===== config.mk =====
export PLATFORM = sky130hd
export DESIGN_NAME = gecm_top
export DESIGN_NICKNAME = d
export VERILOG_FILES = /design/src/rtl/gecm_top.v
export VERILOG_INCLUDE_DIRS = /design/src /design/src/rtl
export SDC_FILE = /design/constraint.sdc
export NUM_CORES = 1
export LEC_CHECK = 0
export CAP_MARGIN = 10
export CELL_PAD_IN_SITES_DETAIL_PLACEMENT = 0
export CELL_PAD_IN_SITES_GLOBAL_PLACEMENT = 1
export CORE_UTILIZATION = 38
export CTS_BUF_LIST = sky130_fd_sc_hd__clkbuf_8
export CTS_CLUSTER_DIAMETER = 40
export DETAILED_ROUTE_END_ITERATION = 10
export DONT_BUFFER_PORTS = 1
export PLACE_DENSITY = 0.67
export SKIP_LAST_GASP = 1
export SYNTH_ARGS = -nofsm -noshare
export SYNTH_HDL_FRONTEND = slang
export SYNTH_SLANG_ARGS = --single-unit

===== constraint.sdc =====
create_clock -name aclk -period 3.4 [get_ports aclk]
set_clock_uncertainty 0.15 [all_clocks]
set_input_delay 0.17 -clock aclk [delete_from_list [all_inputs] [get_ports aclk]]
set_output_delay 0.17 -clock aclk [all_outputs]
set_load 0.03 [all_outputs]

===== src/rtl/gecm_defines.vh =====
// Constants for the gated edge count measure block
// =============================================================
// Summary of operation
// - Single pulse-width: count source while gate active, latch on inactive, then stop.
// - Buffered pulse-width: latch accumulated count on every trailing gate edge.
// - Buffered modes forward latched values in order toward host memory; a value latched while the held word is not yet taken is dropped as overrun.
// - Period measured between two rising or between two falling gate edges.
// - Source edge polarity counted is selectable, rising or falling.
// - Single period: latch on second active gate edge, then ignore everything.
// - Buffered period: latch count at end of every gate period.
// - Semi-period: interval between any two consecutive gate edges.
// - Single semi-period behaves exactly like single pulse-width.
// - Buffered semi-period: latch count on every gate edge.
// - Nothing starts before arming; earlier gate and source activity ignored.
// - Fast reference timebase selectable as source for one-period frequency.
// - Count and save registers are 32 bits wide.
`ifndef GECM_DEFINES_VH
`define GECM_DEFINES_VH

// =============================================================
// Register byte offsets
`define GECM_CTRL_OFS 8'h00
`define GECM_STAT_OFS 8'h04
`define GECM_COUNT_OFS 8'h08
`define GECM_SAVE_OFS 8'h0C
`define GECM_IRQ_STAT_OFS 8'h10
`define GECM_IRQ_MASK_OFS 8'h14
`define GECM_HOST_DATA_OFS 8'h18

// =============================================================
// Control fields
`define GECM_CTRL_ARM 0
`define GECM_CTRL_MODE_LO 1
`define GECM_CTRL_MODE_HI 3
`define GECM_CTRL_BUFFERED 4
`define GECM_CTRL_GATE_LOW 5
`define GECM_CTRL_SRC_FALL 6
`define GECM_CTRL_SRC_SEL_LO 7
`define GECM_CTRL_SRC_SEL_HI 8

// Mode encodings
`define GECM_MODE_PULSE 3'h0
`define GECM_MODE_PERIOD 3'h1
`define GECM_MODE_SEMI 3'h2

// Source select encodings
`define GECM_SRC_EXT 2'h0
`define GECM_SRC_FAST 2'h1
`define GECM_SRC_SLOW 2'h2

// Interrupt status bits
`define GECM_IRQ_DONE 0
`define GECM_IRQ_SAMPLE 1
`define GECM_IRQ_OVERRUN 2

`define GECM_CTRL_RESET 32'h00000000
`define GECM_SLOW_DIV 16'h0FA0

`endif


===== src/rtl/gecm_top.v =====
// Gated edge count measurement core with AXI4-Lite register slave
//
// Our own choices: the address map and the AXI4-Lite interface to the registers.
module gecm_top
(
	input wire aclk, // Clock, 125 MHz
	input wire aresetn, // Synchronous reset, active low
	input wire gate_in, // Gate signal
	input wire source_in, // External source signal
	input wire fast_reference_timebase, // Fast internal reference clock level
	input wire [7:0] s_axi_awaddr, // Write address
	input wire s_axi_awvalid, // Write address valid
	output reg s_axi_awready, // Write address ready
	input wire [31:0] s_axi_wdata, // Write data
	input wire [3:0] s_axi_wstrb, // Write strobes
	input wire s_axi_wvalid, // Write data valid
	output reg s_axi_wready, // Write data ready
	output reg [1:0] s_axi_bresp, // Write response
	output reg s_axi_bvalid, // Write response valid
	input wire s_axi_bready, // Write response ready
	input wire [7:0] s_axi_araddr, // Read address
	input wire s_axi_arvalid, // Read address valid
	output reg s_axi_arready, // Read address ready
	output reg [31:0] s_axi_rdata, // Read data
	output reg [1:0] s_axi_rresp, // Read response
	output reg s_axi_rvalid, // Read data valid
	input wire s_axi_rready, // Read data ready
	output reg [31:0] host_data, // Buffered sample toward host memory
	output reg host_valid, // Sample valid
	input wire host_ready, // Host path accepts sample
	output reg irq // Interrupt, active high level
);
`include "gecm_defines.vh"

	localparam ST_IDLE = 2'd0;
	localparam ST_WAIT = 2'd1;
	localparam ST_RUN = 2'd2;
	localparam ST_DONE = 2'd3;

	reg [31:0] ctrl;
	reg [31:0] count;
	reg [31:0] save;
	reg [2:0] irq_stat;
	reg [2:0] irq_mask;
	reg [1:0] state;
	reg gate_d;
	reg src_d;
	reg done;
	reg slow_tb;
	reg [15:0] slow_cnt;
	reg [7:0] awaddr_q;
	reg aw_have;
	reg [31:0] wdata_q;
	reg [3:0] wstrb_q;
	reg w_have;

	wire [2:0] mode = ctrl[`GECM_CTRL_MODE_HI:`GECM_CTRL_MODE_LO];
	wire buffered = ctrl[`GECM_CTRL_BUFFERED];
	wire gate_low = ctrl[`GECM_CTRL_GATE_LOW];
	wire src_fall = ctrl[`GECM_CTRL_SRC_FALL];
	wire [1:0] src_sel = ctrl[`GECM_CTRL_SRC_SEL_HI:`GECM_CTRL_SRC_SEL_LO];

	// =============================================================
	// Source selection and edge detection
	reg src_now;
	always @*
	begin
		case (src_sel)
			`GECM_SRC_FAST: src_now = fast_reference_timebase;
			`GECM_SRC_SLOW: src_now = slow_tb;
			default: src_now = source_in;
		endcase
	end

	// Slow timebase derived from the clock, for signals below the fast range
	always @(posedge aclk)
	begin
		if (!aresetn)
		begin
			slow_cnt <= 16'h0000;
			slow_tb <= 1'b0;
		end
		else if (slow_cnt == `GECM_SLOW_DIV)
		begin
			slow_cnt <= 16'h0000;
			slow_tb <= ~slow_tb;
		end
		else
			slow_cnt <= slow_cnt + 16'h0001;
	end

	function edge_of;
		input now;
		input prev;
		input fall;
		begin
			edge_of = fall ? (prev & ~now) : (now & ~prev);
		end
	endfunction

	// Gate level mapped so that 1 is the active level
	wire gate_act = gate_in ^ gate_low;
	wire gate_act_d = gate_d ^ gate_low;
	wire src_edge = edge_of(src_now, src_d, src_fall);
	wire gate_lead = edge_of(gate_act, gate_act_d, 1'b0);
	wire gate_trail = edge_of(gate_act, gate_act_d, 1'b1);
	wire gate_any = gate_in ^ gate_d;
	// Single semi-period is single pulse-width
	wire pulse_like = (mode == `GECM_MODE_PULSE) || (mode == `GECM_MODE_SEMI && !buffered);

	// =============================================================
	// Bus decode helpers
	wire aw_take = s_axi_awvalid && s_axi_awready;
	wire w_take = s_axi_wvalid && s_axi_wready;
	wire do_write = aw_have && w_have && !s_axi_bvalid;
	wire ar_take = s_axi_arvalid && s_axi_arready;
	wire wr_ctrl = do_write && awaddr_q == `GECM_CTRL_OFS;
	wire arm_write = wr_ctrl && wstrb_q[0] && wdata_q[`GECM_CTRL_ARM];
	wire rd_save = ar_take && s_axi_araddr == `GECM_SAVE_OFS;
	wire rd_irq = ar_take && s_axi_araddr == `GECM_IRQ_STAT_OFS;

	function [31:0] merge;
		input [31:0] old;
		input [31:0] nw;
		input [3:0] strb;
		integer i;
		begin
			merge = old;
			for (i = 0; i < 4; i = i + 1)
				if (strb[i])
					merge[i*8 +: 8] = nw[i*8 +: 8];
		end
	endfunction

	// The arm decision must see the mode written together with the arm bit
	wire [31:0] ctrl_wr = merge(ctrl, wdata_q, wstrb_q) & 32'h000001FE;
	wire run_at_arm = ctrl_wr[`GECM_CTRL_BUFFERED] &&
		(ctrl_wr[`GECM_CTRL_MODE_HI:`GECM_CTRL_MODE_LO] != `GECM_MODE_PULSE);
	wire [31:0] mask_wr = merge({29'h00000000, irq_mask}, wdata_q, wstrb_q);

	// =============================================================
	// Measurement engine
	reg latch;
	reg next_stop;
	always @*
	begin
		latch = 1'b0;
		next_stop = 1'b0;
		if (state == ST_RUN)
		begin
			if (pulse_like)
			begin
				latch = gate_trail;
				next_stop = !buffered;
			end
			else if (mode == `GECM_MODE_PERIOD)
			begin
				latch = gate_lead;
				next_stop = !buffered;
			end
			else
				latch = gate_any;
		end
	end

	// Buffered period and semi-period count from arm, so the first sample is partial
	always @(posedge aclk)
	begin
		if (!aresetn)
		begin
			state <= ST_IDLE;
			count <= 32'h00000000;
			save <= 32'h00000000;
			done <= 1'b0;
			gate_d <= 1'b0;
			src_d <= 1'b0;
		end
		else
		begin
			gate_d <= gate_in;
			src_d <= src_now;
			if (arm_write)
			begin
				// Re-arm restarts the count and drops the done flag
				count <= 32'h00000000;
				done <= 1'b0;
				state <= run_at_arm ? ST_RUN : ST_WAIT;
			end
			else
			begin
				if (rd_save)
					done <= 1'b0;
				case (state)
					ST_WAIT:
					begin
						// Pulse modes wait for a fresh active edge; period waits for first edge
						if (gate_lead)
						begin
							state <= ST_RUN;
							count <= pulse_like ? {31'h00000000, src_edge} : 32'h00000000;
						end
					end
					ST_RUN:
					begin
						if (latch)
						begin
							save <= count;
							if (next_stop)
							begin
								state <= ST_DONE;
								done <= 1'b1;
							end
							if (pulse_like || mode == `GECM_MODE_PULSE)
								count <= 32'h00000000;
							else
								count <= {31'h00000000, src_edge};
						end
						else if (src_edge && (!pulse_like || gate_act))
							count <= count + 32'h00000001;
					end
					ST_DONE: state <= ST_DONE;
					default: state <= ST_IDLE;
				endcase
			end
		end
	end

	// =============================================================
	// Host transfer: one held word; a new sample while held counts as overrun
	wire sample_evt = (state == ST_RUN) && latch && buffered;
	wire host_full = host_valid && !host_ready;
	always @(posedge aclk)
	begin
		if (!aresetn)
		begin
			host_valid <= 1'b0;
			host_data <= 32'h00000000;
		end
		else if (sample_evt && !host_full)
		begin
			host_valid <= 1'b1;
			host_data <= count;
		end
		else if (host_ready)
			host_valid <= 1'b0;
	end

	// =============================================================
	// Interrupt status, set wins over read clear
	wire [2:0] irq_set = {sample_evt && host_full, sample_evt, (state == ST_RUN) && latch && next_stop};
	always @(posedge aclk)
	begin
		if (!aresetn)
		begin
			irq_stat <= 3'h0;
			irq <= 1'b0;
		end
		else
		begin
			irq_stat <= (rd_irq ? 3'h0 : irq_stat) | irq_set;
			irq <= |(((rd_irq ? 3'h0 : irq_stat) | irq_set) & irq_mask);
		end
	end

	// =============================================================
	// AXI4-Lite slave
	always @(posedge aclk)
	begin
		if (!aresetn)
		begin
			s_axi_awready <= 1'b1;
			s_axi_wready <= 1'b1;
			s_axi_bvalid <= 1'b0;
			s_axi_bresp <= 2'b00;
			aw_have <= 1'b0;
			w_have <= 1'b0;
			awaddr_q <= 8'h00;
			wdata_q <= 32'h00000000;
			wstrb_q <= 4'h0;
			ctrl <= `GECM_CTRL_RESET;
			irq_mask <= 3'h0;
		end
		else
		begin
			if (aw_take)
			begin
				aw_have <= 1'b1;
				awaddr_q <= s_axi_awaddr;
				s_axi_awready <= 1'b0;
			end
			if (w_take)
			begin
				w_have <= 1'b1;
				wdata_q <= s_axi_wdata;
				wstrb_q <= s_axi_wstrb;
				s_axi_wready <= 1'b0;
			end
			if (do_write)
			begin
				aw_have <= 1'b0;
				w_have <= 1'b0;
				s_axi_bvalid <= 1'b1;
				s_axi_bresp <= 2'b00;
				if (wr_ctrl)
					ctrl <= ctrl_wr;
				else if (awaddr_q == `GECM_IRQ_MASK_OFS)
					irq_mask <= mask_wr[2:0];
				else if (awaddr_q != `GECM_STAT_OFS && awaddr_q != `GECM_COUNT_OFS &&
					awaddr_q != `GECM_SAVE_OFS && awaddr_q != `GECM_IRQ_STAT_OFS &&
					awaddr_q != `GECM_HOST_DATA_OFS)
					s_axi_bresp <= 2'b10;
			end
			if (s_axi_bvalid && s_axi_bready)
			begin
				s_axi_bvalid <= 1'b0;
				s_axi_awready <= 1'b1;
				s_axi_wready <= 1'b1;
			end
		end
	end

	always @(posedge aclk)
	begin
		if (!aresetn)
		begin
			s_axi_arready <= 1'b1;
			s_axi_rvalid <= 1'b0;
			s_axi_rdata <= 32'h00000000;
			s_axi_rresp <= 2'b00;
		end
		else if (ar_take)
		begin
			s_axi_arready <= 1'b0;
			s_axi_rvalid <= 1'b1;
			s_axi_rresp <= 2'b00;
			case (s_axi_araddr)
				`GECM_CTRL_OFS: s_axi_rdata <= ctrl;
				`GECM_STAT_OFS: s_axi_rdata <= {28'h0000000, host_valid, state, done};
				`GECM_COUNT_OFS: s_axi_rdata <= count;
				`GECM_SAVE_OFS: s_axi_rdata <= save;
				`GECM_IRQ_STAT_OFS: s_axi_rdata <= {29'h00000000, irq_stat};
				`GECM_IRQ_MASK_OFS: s_axi_rdata <= {29'h00000000, irq_mask};
				`GECM_HOST_DATA_OFS: s_axi_rdata <= host_data;
				default:
				begin
					s_axi_rdata <= 32'h00000000;
					s_axi_rresp <= 2'b10;
				end
			endcase
		end
		else if (s_axi_rvalid && s_axi_rready)
		begin
			s_axi_rvalid <= 1'b0;
			s_axi_arready <= 1'b1;
		end
	end

endmodule // gecm_top


==> results of run 1 <==
[state kept, by name (all words and copies together), names as in the netlist, 2 cells and up]
name	cells
save	32
count	32
state	2
irq_mask	3
host_data	32
slow_cnt	16
s_axi_rdata	32
awaddr_q	8
irq_stat	3
wstrb_q	2
ctrl	8
wdata_q	9
[worst max-delay path, cell delays in order (launching register included)]
cell	delay, ns
dfxtp_1	0.47
inv_1	0.07
ha_1	0.34
or3_1	0.35
mux2i_1	0.23
o221a_2	0.28
nand2_1	0.28
or4_1	0.58
a21oi_1	0.15
[power breakdown]
group / switching, mW / internal (mW) / leakage, nW
logic: 0.105 / 0.0685 / 1.42
registers: 0.0334 / 2.30 / 1.57
clock network: 0.926 / 0.543 / 0.185
[cells by family after synthesis]
family / synth area share
DFF: 0.462
xor gates and xnor gates: 0.0125
other: 0.000446
AOI/OAI and AO/OA: 0.199
adders and majority gates: 0.00745
buffers and inverters: 0.0484
muxes: 0.0246
and+or+nand+nor: 0.245
[cells in the final DEF, fill, tap and decap left out, types with 6 or more instances in the layout]
master	Yosys	final
or4_1	9	9
inv_1	12	12
or3_1	11	11
clkbuf_8	0	17
dfxtp_1	194	194
a222oi_1	29	29
and3_1	13	13
mux2i_1	15	15
o31ai_1	6	6
nand2b_1	6	6
nand3_1	43	43
nand2_1	224	224
nand3b_1	10	10
xor2_1	7	7
dlygate4sd3_1	0	42
nor2_1	60	59
nor3_1	10	10
o211ai_1	7	7
and2_1	10	10
o21ai_0	55	55
buf_4	4	16
a31oi_1	6	6
a21oi_1	127	127
a22o_1	6	6
[per-layer routing]
| layer | share of wire | up-vias |
|---|---|---|
| li1 | - | 3611 |
| met1 | 0.47 | 3400 |
| met2 | 0.49 | 129 |
| met3 | 0.033 | 19 |
| met4 | 0.012 | 0 |
| met5 | 0 | - |
[cell type report]
class,count,share of cell area
Sequential cell,194,0.415
Inverter,13,0.00535
Tap cell,280,0.0374
Clock inverter,15,0.0156
Timing Repair Buffer,60,0.0620
Clock buffer,17,0.0250
Multi-Input combinational cell,737,0.440
[repair_timing]
action,in CTS,in global routing
hold endpoints to repair,56,0
hold buffers,42,0
gates resized for setup,0,0
endpoints found under the setup margin,0,0
[how the worst max path moves through the flow]
stage                 start   endpoint  cells past startpoint
floorplan           ctrl[7]  count[26]                      9
global placement    ctrl[7]  count[13]                      8
detailed placement  ctrl[7]  count[13]                      8
CTS                 ctrl[7]  count[13]                      8
global route        ctrl[7]  count[13]                      8
finish              ctrl[7]  count[13]                      8
==> results by group, run 1 <==
Logic synthesis
  • EDFF count, synth: 0
  • Sequential fraction of the synthesis area: 0.462
  • Yosys top cell by area: dfxtp_1
  • Area share of the largest cell type after synthesis: 0.462
  • Largest cells by area after synthesis: dfxtp_1, nand2_1, a21oi_1, a222oi_1, o21ai_0
  • Post-Syn Area: 0.00840 mm^2
  • Synth top cells by count: nand2_1, dfxtp_1, a21oi_1, nor2_1, o21ai_0
  • Ys flop type: dfxtp_1
  • Yosys reg bits: approximately 190
  • Ys Warns: 0
  • Post-Syn Instances: 1022
  • Cell variety after synth: 70
  • Syn Area/Cell: ~8.2 um^2
  • Ys async rst share: 0
  • Most numerous cell in the Yosys netlist: nand2_1

Worst setup path
  • Reg2Reg Setup Slack: between 0.4 and 0.5 ns
  • Worst-path maximum fanout: 12
  • Worst EP arrival: 3.21 ns
  • Crit end category: flop
  • WP data required: roughly 3.7 ns
  • Startpoint Class: flop
  • Worst Reg-to-Reg Cells: 8
  • Reg2reg start: ctrl[7]
  • CP Class: reg2reg
  • Reg-to-Reg End: count[13]

Global route
  • M3 GR Usage: 0.0382
  • Gr ovfl total: 0
  • Met2 GRT Util: 0.345
  • Total GRT Usage: 0.206
  • Initial antenna violation count: 0
  • Routing usage on met1: 0.269
  • GRT Max-Usage Layer: met2
  • Largest net degree at the start of global routing: roughly 70
  • First-pass GRT wire length: 36500 um
  • Vias in the first global route: 6790

Floorplan
  • # IOs: 138
  • Die Ht: around 150 um
  • Chip Width: 151 um
  • Initial Util: 0.386
  • Rows: 54
  • Core Area: about 0.022 mm^2
  • Die area: ~0.023 mm^2

Clock tree
  • # clock sinks: 194
  • Worst-path clk slew: approximately 0.11 ns
  • Worst-Skew Late Latency: 0.46 ns
  • H-tree Lvls: 4
  • Num CTS Buffers: 17
  • CTS tree: yes
  • Clock Tree Buf Depth: 2
  • CTS Root Cell: clkbuf_8
  • Setup Fix Bufs, Post-CTS: 0

Drt
  • Vias: ~7200
  • Remaining DRCs: 0
  • DR iter-0 viols: 489
  • TritonRoute pass-1 iters: 5
  • Final wirelength: roughly 23000 um
  • DR vias/cell: between 5 and 6
  • Antenna-violating nets left: 0
  • Drt wl/cell: between 15 and 20 um

Cells and area
  • Post-route cell area: approximately 0.0094 mm^2
  • Register Area: slightly below 0.004 mm^2
  • Nets: approximately 1100
  • Share of layout cells above drive strength 1: 0.0666
  • Final Non-Filler Cells: between 1000 and 1500
  • Multi-input logic area: around 0.0041 mm^2
  • Final core utilization: 0.430
  • # diodes: 0
  • Layout Area Growth over Synthesis: 11.4%
  • Fillers: roughly 2200

Job
  • Number of max-cap violations: 0

Placed design
  • Port Buffers: 0
  • DP Area: roughly 0.0086 mm^2
  • Pre-CTS setup slack: around 0.44 ns
  • Placed Cells incl. Taps: around 1200
  • Final GP Congestion: between 0.7 and 0.8
  • HPWL after DPL: approximately 15000 um

Hold path
  • Worst Hold Path EP: s_axi_rdata[8]
  • Worst hold path depth: 3
  • HP Class: in2reg
  • HP Start: s_axi_araddr[2]

STA
  • Fin. Hold Viols: 0
  • Final Cycle Share: 0.869
  • RSZ-0062 raised after global routing: false
  • Post-layout min period: between 2 and 3 ns
  • Slew margin rel.: 0.493
  • Setup violators final: 0
  • Max Slew Vio Count: 0
  • Setup WS post-layout: roughly 0.45 ns
  • Setup tns final: 0 ns
  • Worst-Margin Slew: 0.760 ns
  • Worst hold slack: roughly 0.063 ns
  • Peak Freq: around 340 MHz

Pwr
  • Post-layout total power: 3.97 mW
  • P per Cell Area: around 420 mW/mm^2
  • Leak pwr: 3.17 nW
  • Worst vdd ir: about 0.22 mV

Outcome
  • Status: completed
Note: power is estimated with default switching activity, not from simulation.
==> inputs of run 2 (changes only) <==
--- a/config.mk
+++ b/config.mk
@@ -14,6 +14,7 @@
 export CTS_CLUSTER_DIAMETER = 40
 export DETAILED_ROUTE_END_ITERATION = 10
 export DONT_BUFFER_PORTS = 1
+export MAX_ROUTING_LAYER = met4
 export PLACE_DENSITY = 0.67
 export SKIP_LAST_GASP = 1
 export SYNTH_ARGS = -nofsm -noshare
==> constraint.sdc (replaced) <==
create_clock -name aclk -period 3.1 [get_ports aclk]
set_clock_uncertainty 0.15 [all_clocks]
set_input_delay 0.155 -clock aclk [delete_from_list [all_inputs] [get_ports aclk]]
set_output_delay 0.155 -clock aclk [all_outputs]
set_load 0.03 [all_outputs]
==> results by group, run 2 (synthesis gave the netlist of run 1 again) <==
Outcome
  • Status: completed

Global route
  • Total GRT Usage: 0.218 (+0.0117)
  • Largest net degree at the start of global routing: 35 (-51%)
  • Vias in the first global route: 7057 (+3.9%)
  • Gr ovfl total: 0 (unchanged)
  • First-pass GRT wire length: 37700 um (+3.3%)
  • Initial antenna violation count: 0 (unchanged)

Cells and area
  • Most frequent cells in the layout: nand2_1, dfxtp_1, a21oi_1
  • Layout Area Growth over Synthesis: 12.4%
  • Nets: 1100 (+0.82%)
  • Most common cell after layout, fill and taps aside: nand2_1
  • Share of layout cells above drive strength 1: 0.0746 (+0.00804)
  • # diodes: 0 (unchanged)
  • Fillers: 2233 (+1.8%)

Placed design
  • Final GP Congestion: 0.763 (-0.10%)
  • HPWL after DPL: 15000 um (+2.9%)
  • Port Buffers: 0 (unchanged)

Clock tree
  • Worst-path clk slew: 0.12 ns (about the same)
  • # clock sinks: 194 (unchanged)
  • Clock Tree Buf Depth: 2 (unchanged)
  • H-tree Lvls: 4 (unchanged)
  • CTS tree: yes
  • Setup Fix Bufs, Post-CTS: 0 (unchanged)
  • CTS Root Cell: clkbuf_8
  • Num CTS Buffers: 17 (unchanged)
  • Worst-Skew Late Latency: 0.48 ns (+0.02 ns)

Worst setup path
  • Worst EP arrival: 3.08 ns (-0.13 ns)
  • Crit end category: flop
  • Reg2reg start: ctrl[8]
  • Worst Reg-to-Reg Cells: 7 (-1)
  • Setup crit start: ctrl[8]
  • WP data required: 3.36 ns (-0.29 ns)
  • Startpoint Class: flop
  • CP Class: reg2reg
  • Worst-path maximum fanout: 12 (unchanged)

STA
  • RSZ-0062 raised after global routing: false
  • Final Cycle Share: 0.910 (+0.0412)
  • Peak Freq: 354 MHz (+4.7%)
  • Max Slew Vio Count: 0 (unchanged)
  • Fin. Hold Viols: 0 (unchanged)
  • Slew margin rel.: 0.534 (+0.0407)
  • Worst-Margin Slew: 0.699 ns (-0.0610 ns)
  • Setup tns final: 0 ns (unchanged)
  • Post-layout min period: 2.82 ns (-0.133 ns)
  • Setup violators final: 0 (unchanged)

Drt
  • Drt wl/cell: 17.3 um (+0.52%)
  • TritonRoute pass-1 iters: 7 (+2)
  • Remaining DRCs: 0 (unchanged)
  • DR iter-0 viols: 485 (-0.82%)
  • Final wirelength: 23000 um (+1.2%)
  • Antenna-violating nets left: 0 (unchanged)
  • Vias: 7199 (+0.56%)
  • DR vias/cell: 5.43 (-0.12%)

Floorplan
  • Initial Util: 0.386 (unchanged)
  • Chip Width: 151 um (unchanged)
  • Die area: 0.0227 mm^2 (unchanged)
  • Core Area: 0.0218 mm^2 (unchanged)
  • Rows: 54 (unchanged)
  • # IOs: 138 (unchanged)
  • Die Ht: 151 um (unchanged)

Pwr
  • Post-layout total power: 4.45 mW (+12%)
  • P per Cell Area: 471 mW/mm^2 (+11%)
  • Worst vdd ir: 0.244 mV (+8.6%)
  • Leak pwr: 3.22 nW (+1.5%)

Hold path
  • Worst hold path depth: 4 (+1)
  • HP Class: in2reg
  • HP Start: s_axi_araddr[5]

Job
  • Number of max-cap violations: 0 (unchanged)
run 2: cell count changes in the layout (fill, tap and decap cells not counted):
cell and delta:
buf_12 -1, buf_4 +9, bufinv_16 +1, clkinv_2 -1, clkinv_4 +1, clkinv_8 -1
dlygate4sd3_1 +1, inv_6 -1, inv_8 +1, nand2_1 -1, nand2_2 +1
run 2: cell type report:
type                            instances  area [um^2]  area share
Tap cell                              280          350      0.0371
Sequential cell                       194         3880       0.411
Inverter                               13         50.0     0.00530
Clock buffer                           17          234      0.0248
Timing Repair Buffer                   69          638      0.0676
Multi-Input combinational cell        737         4120       0.436
Clock inverter                         15          166      0.0176
run 2: worst paths after layout:
check	endpoint	slack, ns
worst max-delay path	count[13]	0.28
worst min-delay path	s_axi_rdata[1]	0.05
worst max register to register	count[13]	0.28
worst min register to register	save[17]	0.31
run 2: critical path, stage by stage, from the launching register on:
cell     delay [ns]
dfxtp_1        0.49
ha_1           0.33
or3_1          0.36
mux2i_1        0.26
o221a_2        0.29
nand2_2        0.18
or4_1          0.54
a21oi_1        0.14
run 2: report_power, final:
part | internal, mW | total [mW] | switching, mW | leakage (nW)
sequential | 2.52 | 2.56 | 0.0367 | 1.57
clock | 0.675 | 1.70 | 1.02 | 0.194
combinational | 0.0776 | 0.195 | 0.118 | 1.46
run 2: per-stage QoR:
stage                     instance area, um^2  hold slack [ns]  setup slack [ns]  instances   util
final                                    9440           0.0503             0.279       1325  0.434
after global routing                     9440           0.0399            0.0479       1325  0.434
after detailed placement                 8610           0.0971             0.177       1250  0.396
after CTS                                9440           0.0102             0.113       1325  0.434
after floorplan                          8410            0.105             0.637       1023      -
after global placement                   8610           0.0878             0.246       1250  0.396
run 2: routing by layer:
metal | vias up | wire length (um) | track usage
li1 | 3643 | - | -
met1 | 3411 | 10700 | 0.274
met2 | 128 | 11100 | 0.357
met3 | 17 | 794 | 0.0388
met4 | 0 | 335 | 0.0600
met5 | - | 0 | -
run 2: repair_timing:
| action | in CTS | in global routing |
|---|---|---|
| endpoints found under the hold margin | 68 | 0 |
| resized for setup | 0 | 1 |
| hold buffers | 43 | 0 |
| endpoints found under the setup margin | 0 | 3 |
==> inputs of run 3 (changes only) <==
--- a/config.mk
+++ b/config.mk
@@ -6,6 +6,7 @@
 export SDC_FILE = /design/constraint.sdc
 export NUM_CORES = 1
 export LEC_CHECK = 0
+export ABC_AREA = 1
 export CAP_MARGIN = 10
 export CELL_PAD_IN_SITES_DETAIL_PLACEMENT = 0
 export CELL_PAD_IN_SITES_GLOBAL_PLACEMENT = 1
@@ -15,7 +16,7 @@
 export DETAILED_ROUTE_END_ITERATION = 10
 export DONT_BUFFER_PORTS = 1
 export MAX_ROUTING_LAYER = met4
-export PLACE_DENSITY = 0.67
+export PLACE_DENSITY = 0.7
 export SKIP_LAST_GASP = 1
 export SYNTH_ARGS = -nofsm -noshare
 export SYNTH_HDL_FRONTEND = slang
==> constraint.sdc (replaced) <==
create_clock -name aclk -period 2.6 [get_ports aclk]
set_clock_uncertainty 0.15 [all_clocks]
set_input_delay 0.13 -clock aclk [delete_from_list [all_inputs] [get_ports aclk]]
set_output_delay 0.13 -clock aclk [all_outputs]
set_load 0.03 [all_outputs]
==> results by group, run 3 <==
Outcome
  • Status: completed

Placed design
  • DP Area: 0.00973 mm^2 (+13%)
  • Port Buffers: 0 (unchanged)
  • Pre-CTS setup slack: 0.450 ns (+0.273 ns)
  • Final GP Congestion: 0.853 (+12%)
  • HPWL after DPL: 19600 um (+31%)

Logic synthesis
  • Yosys reg bits: 194 (unchanged)
  • Post-synthesis xor/xnor area fraction: 0.00841 (-0.00409)
  • Largest cells by area after synthesis: dfxtp_1, nand2_1, nor2_1, a21oi_1, o21ai_0
  • Largest family of logic cells by synthesized area: simple AND/OR/NAND/NOR gates
  • Syn Area/Cell: 6.53 um^2 (-21%)
  • Yosys top cell by area: dfxtp_1
  • Ys async rst share: 0 (unchanged)
  • Most numerous cell in the Yosys netlist: nand2_1
  • Area share of the largest cell type after synthesis: 0.415 (-0.0477)
  • EDFF count, synth: 0 (unchanged)
  • Mux cell area share after synthesis: 0.00107 (-0.0235)
  • Sequential fraction of the synthesis area: 0.415 (-0.0477)
  • Post-synthesis compound-gate area fraction: 0.147 (-0.0526)
  • Synth top cells by count: nand2_1, nor2_1, dfxtp_1, inv_1, a21oi_1
  • Ys flop type: dfxtp_1
  • Adder-cell share of the synthesized area: 0.00668 (-0.000768)
  • Post-Syn Area: 0.00937 mm^2 (+11%)
  • Post-Syn Instances: 1434 (+40%)
  • Ys Warns: 0 (unchanged)
  • Cell variety after synth: 39 (-44%)
  • Synth Area in Simple Gates: 0.332 (+0.0871)

Cells and area
  • Nets: 1528 (+39%)
  • Most frequent cells in the layout: nand2_1, nor2_1, dfxtp_1
  • Most common cell after layout, fill and taps aside: nand2_1
  • Post-route cell area: 0.0105 mm^2 (+12%)
  • Layout Area Growth over Synthesis: 12.5%
  • Share of layout cells above drive strength 1: 0.0584 (-0.0163)
  • # diodes: 0 (unchanged)

Worst setup path
  • Reg-to-Reg End: irq
  • Worst-path maximum fanout: 35 (+23)
  • Slowest cell on crit path: dfxtp_1
  • Reg2Reg Setup Slack: 0.21 ns (-0.07 ns)
  • Crit-path most repeated cell: nand2_1
  • Crit-path max cell delay: 0.54 ns (about the same)
  • Reg2reg start: s_axi_arready
  • Cells along the critical path: nand2_1, inv_1, buf_4, nand2_1, nand2_1, nand2_1, nand2_1, nand2_1, nand2_1, nand2_1, dlygate4sd3_1
  • Startpoint Class: flop
  • CP Class: reg2reg
  • WP data required: 2.82 ns (-0.54 ns)
  • Worst EP arrival: 2.61 ns (-0.47 ns)
  • Crit end category: flop
  • Worst Reg-to-Reg Cells: 11 (+4)

Global route
  • Gr ovfl total: 0 (unchanged)
  • First-pass GRT wire length: 45500 um (+21%)
  • Initial antenna violation count: 1 (+1)
  • Largest net degree at the start of global routing: 77 (+120%)
  • Total GRT Usage: 0.233 (+0.0155)
  • Vias in the first global route: 8421 (+19%)

Drt
  • DR iter-0 viols: 488 (+0.62%)
  • Remaining DRCs: 0 (unchanged)
  • DR vias/cell: 4.99 (-8.1%)
  • Final wirelength: 28100 um (+22%)
  • Antenna-violating nets left: 0 (unchanged)
  • Drt wl/cell: 15.6 um (-9.9%)
  • Vias: 8974 (+25%)
  • TritonRoute pass-1 iters: 5 (-2)

STA
  • Slew margin rel.: 0.567 (+0.0331)
  • Fin. Hold Viols: 0 (unchanged)
  • Final Cycle Share: 0.919 (+0.00866)
  • Setup tns final: 0 ns (unchanged)
  • Setup violators final: 0 (unchanged)
  • Peak Freq: 419 MHz (+18%)
  • Max Slew Vio Count: 0 (unchanged)
  • Worst-Margin Slew: 0.644 ns (-0.0551 ns)
  • Post-layout min period: 2.39 ns (-0.432 ns)
  • Setup WS post-layout: 0.212 ns (-0.0675 ns)
  • RSZ-0062 raised after global routing: false

Floorplan
  • Die area: 0.0253 mm^2 (+11%)
  • Rows: 57 (+5.6%)
  • Chip Width: 159 um (+5.5%)
  • Core Area: 0.0242 mm^2 (+11%)
  • Initial Util: 0.386 (about the same)
  • Die Ht: 159 um (+5.5%)
  • # IOs: 138 (unchanged)

Clock tree
  • Num CTS Buffers: 17 (unchanged)
  • Setup Fix Bufs, Post-CTS: 0 (unchanged)
  • H-tree Lvls: 4 (unchanged)
  • CTS tree: yes
  • Worst-path clk slew: 0.11 ns (about the same)
  • Worst-Skew Late Latency: 0.47 ns (about the same)
  • # clock sinks: 194 (unchanged)
  • CTS Root Cell: clkbuf_8
  • Clock Tree Buf Depth: 2 (unchanged)

Pwr
  • Worst vdd ir: 0.398 mV (+63%)
  • Leak pwr: 3.97 nW (+23%)
  • P per Cell Area: 693 mW/mm^2 (+47%)

Hold path
  • Worst Hold Path EP: slow_cnt[1]
  • HP Start: aresetn
  • Worst hold path depth: 2 (-2)
  • HP Class: in2reg

Job
  • Number of max-cap violations: 0 (unchanged)
run 3: changes by cell type after synthesis, moves of 9 or more:
cell | previous run | this run
and3_1 | 13 | 0
mux2i_1 | 15 | 1
clkbuf_1 | 47 | 33
or4_1 | 9 | 0
and2_1 | 10 | 0
a222oi_1 | 29 | 0
or3_1 | 11 | 0
nand4_1 | 5 | 15
o21ai_0 | 55 | 119
inv_1 | 12 | 140
nor2_1 | 60 | 196
nand2_1 | 224 | 404
nand3_1 | 43 | 96
run 3: metal layers:
layer | GRT usage | share of wire | wire [um] | vias to the layer above
met5 | - | 0 | 0 | -
met4 | 0.0481 | 0.0070 | 197 | 0
met3 | 0.0542 | 0.061 | 1710 | 15
met2 | 0.360 | 0.44 | 12400 | 201
met1 | 0.311 | 0.49 | 13700 | 4103
li1 | - | - | - | 4655
run 3: worst max-delay path, delay by kind of cell, from the launching register on:
kind                   cells  cell delay, ns
buffers and inverters      3            0.95
and+or+nand+nor            8            0.66
DFF                        1            0.54
run 3: per-stage QoR:
stage | hold WS, ns | power, mW | cells | util
finish | 0.0175 | 7.31 | 1797 | 0.435
detailed placement | 0.0619 | 5.28 | 1726 | 0.401
floorplan | 0.0735 | 4.81 | 1435 | -
CTS | 0.00260 | 7.39 | 1797 | 0.435
global placement | 0.0601 | 5.27 | 1726 | 0.401
global route | 0.0426 | 7.79 | 1797 | 0.435
run 3: area by class of cell:
| type | count | area (um^2) |
|---|---|---|
| clock inverters | 14 | 160 |
| inverters | 146 | 548 |
| repair buffers | 69 | 646 |
| multi-input cells | 1032 | 4650 |
| clock buffers | 18 | 248 |
| well taps | 324 | 405 |
| flip-flops and latches | 194 | 3880 |
| fillers | 2663 | 13700 |
run 3: cells by family after synthesis:
family	Yosys count
simple gates	749
compound gates	266
flops	194
xor+xnor	9
other cells	1
fa+ha+maj	5
mux	1
buf+inv	209
run 3: repair_timing:
action                                  in CTS  in global routing
endpoints found under the hold margin      154                  0
endpoints found under the setup margin       0                  0
resized for setup                            0                  0
hold buffers                                39                  0
run 3: worst max path at each step:
stage,startpoint,to
2_1_floorplan,s_axi_bvalid,irq_mask[0]
3_3_place_gp,ctrl[7],count[17]
3_5_place_dp,ctrl[7],count[21]
4_1_cts,s_axi_arready,irq
5_1_grt,ctrl[1],irq
6_report,s_axi_arready,irq
run 3: report_power, final:
| group | internal, mW | leakage (nW) | total, mW | switching [mW] |
|---|---|---|---|---|
| sequential | 3.24 | 1.57 | 3.57 | 0.331 |
| combinational | 0.548 | 2.19 | 1.72 | 1.18 |
| clock | 0.758 | 0.206 | 2.02 | 1.26 |
| total | 4.54 | 3.97 | 7.31 | 2.77 |
